### src/core/crc_defs.svh
// constants of the clock and reset control block: offsets, fields,
// reset values and counts; included by the design files by bare name.
// Operation
// - bit 0 of the crystal register selects 16 MHz (0) or 32 MHz (1).
// - low-frequency clock comes from 32.7 kHz crystal or ring oscillator.
// - system runs on the 16 MHz ring oscillator during crystal startup.
// - with 32 MHz crystal, core, DMA and peripheral bus run full rate.
// - in 32 MHz mode the other clock branches run at half rate; the code halves only branches 1, 2 and 18.
// - seventeen peripheral clocks are enabled and disabled by software.
// - all peripheral clocks start enabled except the public-key clock.
// - processor clock stops automatically while the system sleeps.
// - RAM clock stops when processor, SPI and radio clocks are off.
// - leaving sleep or standby issues a core-logic reset.
// - watchdog, system request and lockup also reset the core logic.
// - wake-up logic takes power-on reset; pin release ends shutdown.
// - debug logic is reset only by power-on reset, never core resets.
// - holding the reset pin powers the chip down; no debug access then.
// - after power-on reset the system starts on the 16 MHz RC clock.
// - once the crystal drives the active system, ring oscillator stops.
`ifndef CRC_DEFS_SVH
`define CRC_DEFS_SVH
`define CRC_OFF_XTAL 8'h08
`define CRC_OFF_OSC 8'h0c
`define CRC_OFF_CLKEN 8'h10
`define CRC_OFF_STATUS 8'h14
`define CRC_OFF_CAUSE 8'h18
`define CRC_XSEL_BIT 0
`define CRC_XTAL_RST 1'h0
`define CRC_OSC_XREQ_BIT 0
`define CRC_OSC_LFX_BIT 1
`define CRC_OSC_RST 2'h0
`define CRC_NUM_SW 17
`define CRC_NUM_GATES 19
`define CRC_CLKEN_RST 17'h0ffff
`define CRC_G_RADIO 1
`define CRC_G_SPI 8
`define CRC_G_PKA 16
`define CRC_G_CPU 17
`define CRC_G_RAM 18
`define CRC_FULL_MASK 19'h3fff9
`define CRC_CORE_RST_CYC 8
`define CRC_CNT_W 4
`endif

### src/core/crc_pkg.sv
// types of the clock and reset control block.
// assumes crc_defs.svh for the numbers.
package crc_pkg;
    typedef enum logic [1:0]
    {
        CRC_OSC_PRE = 2'h0,
        CRC_OSC_START = 2'h1,
        CRC_OSC_ACTIVE = 2'h3
    } crc_osc_state_t;

    typedef struct packed
    {
        logic lockup;
        logic sysreq;
        logic watchdog_timer_unit;
        logic wake;
    } crc_cause_t;
endpackage

### src/core/crc_top.sv
// clock and reset control: oscillator sequencing, clock tree rates,
// clock gates, core reset generation and a classic Wishbone slave.
// assumes one 40 MHz clock; reset pin and crystal ready are async pins.
//
// The Wishbone register port was decided locally.
`timescale 1ns/1ps
`include "crc_defs.svh"
module crc_top
#(
    parameter int CORE_RST_CYC = `CRC_CORE_RST_CYC,
    parameter logic [`CRC_NUM_GATES-1:0] FULL_MASK = `CRC_FULL_MASK
)
(
    input wire logic clk_i,
    input wire logic rst_i,
    input wire logic wb_cyc_i,
    input wire logic wb_stb_i,
    input wire logic wb_we_i,
    input wire logic [7:0] wb_adr_i,
    input wire logic [3:0] wb_sel_i,
    input wire logic [31:0] wb_dat_i,
    output logic [31:0] wb_dat_o,
    output logic wb_ack_o,
    input wire logic external_reset_pin_low_active_i,
    input wire logic crystal_osc_ready_i,
    input wire logic sleep_i,
    input wire logic wake_exit_i,
    input wire logic wdg_reset_i,
    input wire logic sys_reset_req_i,
    input wire logic lockup_i,
    output logic xtal_high_freq_select_o,
    output logic ring_osc_en_o,
    output logic crystal_osc_en_o,
    output logic hs_from_crystal_o,
    output logic lf_from_crystal_o,
    output logic shutdown_o,
    output logic wakeup_logic_reset_o,
    output logic debug_reset_o,
    output logic core_reset_o,
    output logic [`CRC_NUM_GATES-1:0] gclk_o
);
    localparam logic [`CRC_CNT_W-1:0] RST_LOAD =
        `CRC_CNT_W'(CORE_RST_CYC - 1);

    logic pin_meta_q;
    logic pin_sync_q;
    logic rdy_meta_q;
    logic rdy_sync_q;
    logic por_q;
    logic shutdown_q;
    logic debug_reset_q;
    logic core_reset_q;
    logic [`CRC_CNT_W-1:0] rst_cnt_q;
    logic core_req;
    logic regs_rst;
    logic xsel_q;
    logic [1:0] osc_q;
    logic [`CRC_NUM_SW-1:0] clk_en_q;
    crc_pkg::crc_cause_t cause_q;
    crc_pkg::crc_cause_t cause_set;
    crc_pkg::crc_osc_state_t state_q;
    logic ring_en_q;
    logic xtal_en_q;
    logic from_xtal_q;
    logic half_q;
    logic div_on;
    logic slow_tick;
    logic [`CRC_NUM_GATES-1:0] gate_en;
    logic [`CRC_NUM_GATES-1:0] gate_tick;
    logic ack_q;
    logic [31:0] dat_q;
    logic [31:0] rd_data;
    logic acc;
    logic wr;

    // pins cross into the clock domain through two flops
    always_ff @(posedge clk_i)
    begin
        if (rst_i)
        begin
            pin_meta_q <= 1'b0;
            pin_sync_q <= 1'b0;
            rdy_meta_q <= 1'b0;
            rdy_sync_q <= 1'b0;
        end
        else
        begin
            pin_meta_q <= external_reset_pin_low_active_i;
            pin_sync_q <= pin_meta_q;
            rdy_meta_q <= crystal_osc_ready_i;
            rdy_sync_q <= rdy_meta_q;
        end
    end

    // pin held low means shutdown and power-on reset everywhere
    always_ff @(posedge clk_i)
    begin
        if (rst_i)
        begin
            por_q <= 1'b1;
            shutdown_q <= 1'b1;
            debug_reset_q <= 1'b1;
        end
        else
        begin
            por_q <= ~pin_sync_q;
            shutdown_q <= ~pin_sync_q;
            debug_reset_q <= ~pin_sync_q;
        end
    end

    assign core_req = por_q | wake_exit_i
        | wdg_reset_i | sys_reset_req_i | lockup_i;

    // stretched so every core flop sees a clean multi-cycle pulse
    always_ff @(posedge clk_i)
    begin
        if (rst_i)
        begin
            core_reset_q <= 1'b1;
            rst_cnt_q <= RST_LOAD;
        end
        else if (core_req)
        begin
            core_reset_q <= 1'b1;
            rst_cnt_q <= RST_LOAD;
        end
        else if (rst_cnt_q != '0)
            rst_cnt_q <= rst_cnt_q - 1'b1;
        else
            core_reset_q <= 1'b0;
    end

    assign regs_rst = rst_i | core_reset_q;

    // event flags keep the cause across core resets; set beats clear
    assign cause_set = '{lockup: lockup_i, sysreq: sys_reset_req_i,
        watchdog_timer_unit: wdg_reset_i, wake: wake_exit_i};

    always_ff @(posedge clk_i)
    begin
        if (rst_i || por_q)
            cause_q <= '0;
        else if (wr && wb_adr_i == `CRC_OFF_CAUSE && wb_sel_i[0])
            cause_q <= (cause_q & ~wb_dat_i[3:0]) | cause_set;
        else
            cause_q <= cause_q | cause_set;
    end

    // Wishbone: ack one cycle after the request, write at the ack edge
    assign acc = wb_cyc_i & wb_stb_i & ack_q;
    assign wr = acc & wb_we_i;

    always_ff @(posedge clk_i)
    begin
        if (rst_i)
        begin
            ack_q <= 1'b0;
            dat_q <= '0;
        end
        else
        begin
            ack_q <= wb_cyc_i & wb_stb_i & ~ack_q;
            dat_q <= (wb_cyc_i & wb_stb_i & ~ack_q) ? rd_data : '0;
        end
    end

    always_ff @(posedge clk_i)
    begin
        if (regs_rst)
            xsel_q <= `CRC_XTAL_RST;
        else if (wr && wb_adr_i == `CRC_OFF_XTAL && wb_sel_i[0])
            xsel_q <= wb_dat_i[`CRC_XSEL_BIT];
    end

    always_ff @(posedge clk_i)
    begin
        if (regs_rst)
            osc_q <= `CRC_OSC_RST;
        else if (wr && wb_adr_i == `CRC_OFF_OSC && wb_sel_i[0])
            osc_q <= wb_dat_i[1:0];
    end

    // byte lanes 0..2 carry the seventeen software gate enables
    always_ff @(posedge clk_i)
    begin
        if (regs_rst)
            clk_en_q <= `CRC_CLKEN_RST;
        else if (wr && wb_adr_i == `CRC_OFF_CLKEN)
        begin
            if (wb_sel_i[0])
                clk_en_q[7:0] <= wb_dat_i[7:0];
            if (wb_sel_i[1])
                clk_en_q[15:8] <= wb_dat_i[15:8];
            if (wb_sel_i[2])
                clk_en_q[16] <= wb_dat_i[16];
        end
    end

    // reserved bits read zero; unmapped addresses answer zero
    always_comb
    begin
        rd_data = '0;
        case (wb_adr_i)
            `CRC_OFF_XTAL: rd_data[`CRC_XSEL_BIT] = xsel_q;
            `CRC_OFF_OSC: rd_data[1:0] = osc_q;
            `CRC_OFF_CLKEN: rd_data[`CRC_NUM_SW-1:0] = clk_en_q;
            `CRC_OFF_STATUS: rd_data[6:0] = {div_on, sleep_i,
                xtal_en_q, ring_en_q, from_xtal_q, state_q};
            `CRC_OFF_CAUSE: rd_data[3:0] = cause_q;
            default: rd_data = '0;
        endcase
    end

    // oscillator sequencing; crystal used only once it reports ready
    always_ff @(posedge clk_i)
    begin
        if (regs_rst)
            state_q <= crc_pkg::CRC_OSC_PRE;
        else
        begin
            case (state_q)
                crc_pkg::CRC_OSC_PRE:
                    if (osc_q[`CRC_OSC_XREQ_BIT])
                        state_q <= crc_pkg::CRC_OSC_START;
                crc_pkg::CRC_OSC_START:
                    if (!osc_q[`CRC_OSC_XREQ_BIT])
                        state_q <= crc_pkg::CRC_OSC_PRE;
                    else if (rdy_sync_q)
                        state_q <= crc_pkg::CRC_OSC_ACTIVE;
                crc_pkg::CRC_OSC_ACTIVE:
                    if (!osc_q[`CRC_OSC_XREQ_BIT])
                        state_q <= crc_pkg::CRC_OSC_PRE;
                    else if (!rdy_sync_q)
                        state_q <= crc_pkg::CRC_OSC_START;
                default:
                    state_q <= crc_pkg::CRC_OSC_PRE;
            endcase
        end
    end

    // oscillator enables follow the state one cycle later
    always_ff @(posedge clk_i)
    begin
        if (regs_rst)
        begin
            ring_en_q <= 1'b1;
            xtal_en_q <= 1'b0;
            from_xtal_q <= 1'b0;
        end
        else
        begin
            ring_en_q <= state_q != crc_pkg::CRC_OSC_ACTIVE;
            xtal_en_q <= state_q != crc_pkg::CRC_OSC_PRE;
            from_xtal_q <= state_q == crc_pkg::CRC_OSC_ACTIVE;
        end
    end

    // half-rate enable for branches 1, 2 and 18, the ones outside FULL_MASK
    assign div_on = xsel_q & from_xtal_q;

    always_ff @(posedge clk_i)
    begin
        if (regs_rst || !div_on)
            half_q <= 1'b0;
        else
            half_q <= ~half_q;
    end

    assign slow_tick = div_on ? half_q : 1'b1;

    always_comb
    begin
        gate_en = '0;
        gate_en[`CRC_NUM_SW-1:0] = clk_en_q;
        gate_en[`CRC_G_CPU] = ~sleep_i;
        gate_en[`CRC_G_RAM] = ~sleep_i | clk_en_q[`CRC_G_SPI]
            | clk_en_q[`CRC_G_RADIO];
    end

    // full-rate branches tick every cycle; the rest may be divided
    assign gate_tick = FULL_MASK | {`CRC_NUM_GATES{slow_tick}};

    generate
        for (genvar g = 0; g < `CRC_NUM_GATES; g++)
        begin : g_gate
            crc_clk_gate u_gate
            (
                .clk_i(clk_i),
                .rst_i(rst_i),
                .tick_i(gate_tick[g]),
                .en_i(gate_en[g]),
                .gclk_o(gclk_o[g])
            );
        end
    endgenerate

    assign wb_ack_o = ack_q;
    assign wb_dat_o = dat_q;
    assign xtal_high_freq_select_o = xsel_q;
    assign ring_osc_en_o = ring_en_q;
    assign crystal_osc_en_o = xtal_en_q;
    assign hs_from_crystal_o = from_xtal_q;
    assign lf_from_crystal_o = osc_q[`CRC_OSC_LFX_BIT];
    assign shutdown_o = shutdown_q;
    assign wakeup_logic_reset_o = por_q;
    assign debug_reset_o = debug_reset_q;
    assign core_reset_o = core_reset_q;
endmodule

### src/core/crc_clk_gate.sv
// glitch-free clock gate that builds its clock from a rate pulse.
// assumes en_i and tick_i come from logic on clk_i.
`timescale 1ns/1ps
module crc_clk_gate
(
    input wire logic clk_i,
    input wire logic rst_i,
    input wire logic tick_i,
    input wire logic en_i,
    output logic gclk_o
);
    logic gclk_q;

    // a disable only ever ends a normal high phase, so no runt pulse
    always_ff @(posedge clk_i)
    begin
        if (rst_i)
            gclk_q <= 1'b0;
        else if (tick_i)
            gclk_q <= en_i ? ~gclk_q : 1'b0;
    end

    assign gclk_o = gclk_q;
endmodule

### config.mk
export PLATFORM = sky130hd
export DESIGN_NAME = crc_top
export DESIGN_NICKNAME = d
export VERILOG_FILES = /design/src/core/crc_pkg.sv /design/src/core/crc_top.sv /design/src/core/crc_clk_gate.sv
export VERILOG_INCLUDE_DIRS = /design/src /design/src/core
export SDC_FILE = /design/constraint.sdc
export NUM_CORES = 1
export LEC_CHECK = 0
export ABC_AREA = 1
export BUFFER_PORTS_ARGS = -buffer_cell sky130_fd_sc_hd__clkbuf_2
export CORE_ASPECT_RATIO = 1.4
export CORE_MARGIN = 2
export CORE_UTILIZATION = 53
export CTS_CLUSTER_SIZE = 8
export DETAILED_ROUTE_END_ITERATION = 12
export PLACE_DENSITY = 0.95
export SYNTH_ARGS = -nofsm -noshare
export SYNTH_HDL_FRONTEND = slang
export SYNTH_HIERARCHICAL = 1
export SYNTH_SLANG_ARGS = --single-unit
### constraint.sdc
create_clock -name clk_i -period 1.8 [get_ports clk_i]
set_input_delay 0.18 -clock clk_i [delete_from_list [all_inputs] [get_ports clk_i]]
set_output_delay 0.18 -clock clk_i [all_outputs]
set_load 0.01 [all_outputs]
== Word-level counts from Yosys, hierarchy flattened ==
Cells that the tools add are included.
Operators by class
  add/subtract/negate cells: 1
  multipliers: 0
  divide/modulo/power cells: 0
  magnitude comparators: 0
  eq/ne operators: 11
  shift-type cells: 0
  multiplexer cells: 15
  bitwise operators: 56
  reductions and logical operators: 36
Operators by type and width (count)
  NOT 1 bit: 40
  OR reduction 2 bit: 18
  == test 8 x 5 -> 1 bit, second input constant: 3
  == test 8 x 4 -> 1 bit, second input constant: 2
  case mux 2 bit (3 select lines): 2
  2-to-1 mux 2 bit: 5
  OR 4 bit: 2
  logical AND 1 bit: 7
  OR 1 bit: 7
  != test 3 bit, second input constant: 2
  case mux 3 bit (2 select lines): 1
  AND reduction 2 bit: 3
  bitwise AND 1 bit: 5
  case mux 1 bit (5 select lines): 1
  bitwise AND 4 bit: 1
  2-to-1 mux 1 bit: 4
  2-to-1 mux 4 bit: 1
  != test 2 bit, second input constant: 2
  NOT 4 bit: 1
  case mux 1 bit (4 select lines): 1
  nonzero test 4 bit: 1
  subtractor 4 x 1 -> 4 bit, second input constant: 1
  AND reduction 3 bit: 1
  OR reduction 3 bit: 1
  other kinds (6): 7
Word-level totals
  bits in registers: 92
  bits in latches: 0
  RAM bits: 0
  bits in read-only memories: 0
  logic and storage cells: 163
  memories: 0

== Depth between registers and ports, before layout ==
  depth after elaboration: 6
  depth in mapped cells: 9
  depth with buffers taken out: 9

== Modules after synthesis ==
Netlist, hierarchy kept.
Modules (own cells, without submodules)
  crc_top: times used 1, cells an instance 319, area an instance 2444.8 um2
  crc_clk_gate: times used 19, cells an instance 6, area an instance 40.0 um2

== Least setup slack after synthesis ==
No wires, ideal clock.
  path type: reg2reg
  start point: register ack_q, in the netlist wb_ack_o
  end point: register cause_q[0] in the netlist's numbering
  data arrival time: 1.072 ns
  path slack: 0.614 ns
  stages on the path, launching flop included: 8
  path through: dfxtp_1 -> nand2_1 -> nor2_4 -> nand2_1 -> inv_2 -> nand3_1 -> a21oi_1 -> nor2_1
Between the ends
  longest elaborated chain between the ends: 5
Ends and longest elaborated chain
  start: declaration: line crc_top.sv:70  | logic ack_q;
  start signal: assignment: line crc_top.sv:163  | ack_q <= wb_cyc_i & wb_stb_i & ~ack_q;
  bitwise AND 1 bit: line crc_top.sv:151  | assign acc = wb_cyc_i & wb_stb_i & ack_q;
  bitwise AND 1 bit: line crc_top.sv:152  | assign wr = acc & wb_we_i;
  logical AND 1 bit (no line)
  logical AND 1 bit: line crc_top.sv:144  | else if (wr && wb_adr_i == `CRC_OFF_CAUSE && wb_sel_i[0])
  2-to-1 mux 4 bit: line crc_top.sv:144
  end signal: assignment: line crc_top.sv:145  | cause_q <= (cause_q & ~wb_dat_i[3:0]) | cause_set;
  end signal: assignment: line crc_top.sv:147  | cause_q <= cause_q | cause_set;
  end: declaration: line crc_top.sv:59  | crc_pkg::crc_cause_t cause_q;
Every way passes these cells.
A chain may end at the register's enable or synchronous reset.

== Worst setup path in the final report ==
  start point: register ack_q, in the netlist wb_ack_o
  end point: register clk_en_q[3]
Between the ends
  longest elaborated chain between the ends: 4
Ends and longest elaborated chain
  bitwise AND 1 bit: line crc_top.sv:151
  bitwise AND 1 bit: line crc_top.sv:152
  logical AND 1 bit (no line)
  AND reduction 2 bit (no line)
  end signal: assignment: line crc_top.sv:188  | clk_en_q <= `CRC_CLKEN_RST;
  end signal: assignment: line crc_top.sv:192  | clk_en_q[7:0] <= wb_dat_i[7:0];
  end: declaration: line crc_top.sv:58  | logic [`CRC_NUM_SW-1:0] clk_en_q;
Every way passes these cells.

==> flow_summary.json <==
{
  "timing.final.crit_share_pct": 78.4,
  "track_usage_pct": 22.7,
  "combPwrFrac_pct": 7.5,
  "drive_above_1_share_pct": 22.6,
  "postCtsHoldBufs": 0,
  "floorplan.initialDensity_pct": 54.7,
  "setup_total_negative_slack_ps": 0,
  "post_drt_wl_per_cell_um": 11.8,
  "synth-simple-area-share_pct": 31.7,
  "final_nets": 616,
  "cts_setup_buffers": 0,
  "path_class": "reg -> reg",
  "maxCapViolations": 0,
  "maximum_clock_frequency_mhz": 708,
  "grt_max_degree": 24,
  "half_perimeter_wire_length_of_the_detailed_placement_result_um": 5730,
  "floorplan.die.height_um": 96.0,
  "crit_path_frequent_cell": "nand2_1",
  "antenna_violation_net_count_after_detailed_routing": 0,
  "synth_cells": 433,
  "antenna_cells": 0,
  "die_width_um": 69.7,
  "first_iter_violations": 158,
  "worstHoldStart": "crystal_osc_ready_i",
  "final-setup-viol-count": 0,
  "placeableCoreArea_um2": 5860,
  "synth_seq_area_share_pct": 48.1,
  "worst_ep_required_time_ps": 2090,
  "power.sequential.fraction_pct": 52.8,
  "net_switching_uw": 853,
  "clock_latency_ps": 350,
  "antenna_found_initial": 0,
  "cts_sinks": 77,
  "flow.area_growth_from_synthesis_pct": 24.2,
  "port-buffer-count": 85,
  "power_density_nw_per_um2": 841,
  "finish.instance_area_um2": 3980,
  "synth_top_family_by_area": "simple AND/OR/NAND/NOR gates",
  "grt_pass1_vias": 2779,
  "route.detailed.vias_per_inst": 4.76,
  "synth_area_in_adders_pct": 0.781,
  "cts.path.max_buffers": 2,
  "power.share.clock_pct": 39.7,
  "worstReg2RegStart": "wb_ack_o$_SDFF_PP0_",
  "worstSetupEndpointType": "register",
  "synth-compound-area-share_pct": 6.32,
  "worst_clock_skew_ps": 10.8,
  "detailedRoute.firstPassIterationCount": 4,
  "crit_family": "simple AND/OR/NAND/NOR gates",
  "ioPinCount": 117,
  "tritoncts": "built",
  "internal-power_uw": 2500,
  "place.gp.congestion": 0.829,
  "reg2reg_depth": 8,
  "synth_area_um2": 3210,
  "post-route-drc-count": 0,
  "delay_of_the_slowest_cell_on_the_worst_path_ps": 380,
  "crit_path_cell_trace": "nand2_1 > nor2_4 > nand2_1 > inv_2 > nand2_4 > clkinv_2 > nand2_1 > nand3_1",
  "ys_seq_elements": 77,
  "hold_violation_count_in_the_final_report": 0,
  "holdCritPathClass": "in -> reg",
  "post_cts.resized_instances": 0,
  "via_count": 3016,
  "post_placement_cell_area_um2": 3770,
  "data_arrival_at_the_endpoint_of_the_critical_path_ps": 1710,
  "yosys-mux-area-fraction_pct": 0,
  "ir_worst_vdd_mv": 0.532,
  "hold-path-endpoint": "rdy_meta_q$_SDFF_PP0_",
  "cts_made_buffers": 9,
  "worst_r2r_endpoint": "clk_en_q[3]$_SDFFE_PP1P_",
  "cts-root-buf": "clkbuf_8",
  "num_rows": 33,
  "global_route.overflow_total": 0,
  "period_minus_slack_ps": 1410,
  "synthDistinctLibCells": 29,
  "timing.critical_path.slowest_stage_cell": "dfxtp_1",
  "synth-xor-area-share_pct": 0.546,
  "run_status": "finished clean",
  "worstPathMaxFanout": 10,
  "routed_wirelength_um": 7490,
  "clkTransAtPathRegs_ps": 80,
  "timing.hold.worst_path_depth": 3,
  "grt_first_pass_wirelength_um": 11800,
  "timing.critical_path.from_type": "register",
  "synth-warning-count": 6,
  "p_leak_uw": 0.00227,
  "finalMaxSlewViolations": 0,
  "die-area_um2": 6700,
  "cts-htree-levels": 3,
  "critical_path_buf_inv_count": 2,
  "netSwitchingFraction_pct": 25.5,
  "reg2reg_setup_slack_ps": 390,
  "setup_repair_after_global_routing_missed_its_margin": "false",
  "synth_area_per_cell_um2": 7.40
}
-- worst min-delay path: stages --
cell      delay (ps)
clkbuf_2          80
inv_1             40
nor2_1            30
-- area by class of cell --
class                   count  area, um^2
fillers                   461        1880
multi-input cells         315        1440
clock buffers               9         124
repair buffers             88         448
flip-flops and latches     77        1540
well taps                  70        87.6
inverters                  67         258
clock inverters             7        83.8
-- routing by layer --
metal | global-route usage, % | vias to the layer above | part of all wire, %
li1 | - | 1520 | -
met1 | 22.6 | 1328 | 37
met2 | 43.7 | 142 | 51
met3 | 5.76 | 26 | 8.4
met4 | 11.7 | 0 | 3.6
met5 | 0 | - | 0
-- power groups by stage --
stage | logic [uW] | clock network (uW) | registers [uW]
finish | 252 | 1330 | 1770
global route | 282 | 1420 | 1770
CTS | 252 | 1350 | 1770
detailed placement | 249 | 0 | 1810
global placement | 240 | 0 | 1800
floorplan | 143 | 0 | 1820
-- layout by cell type, fill, tap and decap left out, drive strengths merged, types with 2 or more instances in the layout --
cell type,netlist,routed
buf,18,3
clkinv,3,6
nand2,117,117
inv,64,66
o211ai,2,2
a21oi,28,28
clkbuf,1,94
ha,2,2
nor3,4,4
conb,2,47
nor2,65,65
xnor2,2,2
dfxtp,77,77
nand3,37,37
o21ai,8,8
-- metrics by stage --
stage / power [uW] / hold slack, ps / utilization (%) / setup WS [ps] / cells
6_report: 3350 / 17.9 / 67.9 / 388 / 633
5_1_grt: 3480 / 7.31 / 67.9 / 312 / 633
4_1_cts: 3370 / 3.13 / 67.9 / 418 / 633
3_5_place_dp: 2060 / 381 / 64.4 / 458 / 617
3_3_place_gp: 2040 / 382 / 64.4 / 504 / 617
2_1_floorplan: 1960 / 251 / - / 614 / 478
-- Yosys cell counts (all sizes together) --
| cell type | number | area share [%] |
|---|---|---|
| nand3b | 1 | 0.23 |
| xnor2 | 2 | 0.55 |
| dfxtp | 77 | 48 |
| ha | 2 | 0.78 |
| inv | 64 | 7.5 |
| o211ai | 2 | 0.47 |
| o21ai | 8 | 1.2 |
| nand3 | 37 | 6.6 |
| o31ai | 1 | 0.23 |
| a21oi | 28 | 4.4 |
| clkbuf | 1 | 0.12 |
| buf | 18 | 4.1 |
| nor2 | 65 | 9.6 |
| nand4 | 1 | 0.20 |
| conb | 2 | 0.23 |
| nor3 | 4 | 0.98 |
| nand2 | 117 | 14 |
| clkinv | 3 | 0.55 |
-- logic make-up (layout without fill, tap and decap cells) --
| logic type | count (synthesis) | after routing |
|---|---|---|
| and+or+nand+nor | 225 | 225 |
| AOI/OAI and AO/OA | 39 | 39 |
| adders and majority gates | 2 | 2 |
| buffers and inverters | 86 | 171 |
| other | 2 | 47 |
| DFF | 77 | 77 |
| xor gates and xnor gates | 2 | 2 |
-- worst max path at each step --
stage | startpoint | endpoint | slack, ps | depth (start not counted)
final | wb_ack_o$_SDFF_PP0_ | clk_en_q[3]$_SDFFE_PP1P_ | 390 | 8
after floorplan | wb_ack_o$_SDFF_PP0_ | cause_q[0]$_SDFF_PP0_ | 610 | 7
after global placement | wb_ack_o$_SDFF_PP0_ | clk_en_q[6]$_SDFFE_PP1P_ | 500 | 8
after detailed placement | wb_ack_o$_SDFF_PP0_ | clk_en_q[2]$_SDFFE_PP1P_ | 460 | 8
after global routing | wb_ack_o$_SDFF_PP0_ | clk_en_q[3]$_SDFFE_PP1P_ | 310 | 8
after CTS | wb_ack_o$_SDFF_PP0_ | clk_en_q[2]$_SDFFE_PP1P_ | 420 | 8
-- flip-flops by register name (all words and copies together), names as in the netlist --
register and cells:
state_q 2, osc_q 2, debug_reset_o 1, wb_ack_o 1, half_q 1, ring_osc_en_o 1
rdy_sync_q 1, cause_q 4, rdy_meta_q 1, core_reset_o 1, rst_cnt_q 4, pin_meta_q 1
xtal_high_freq_select_o 1, crystal_osc_en_o 1, hs_from_crystal_o 1, wb_dat_o 17, clk_en_q 17, g_gate.u_gate/gclk_o 19
pin_sync_q 1
No activity file was read; power rests on OpenSTA's default activity.
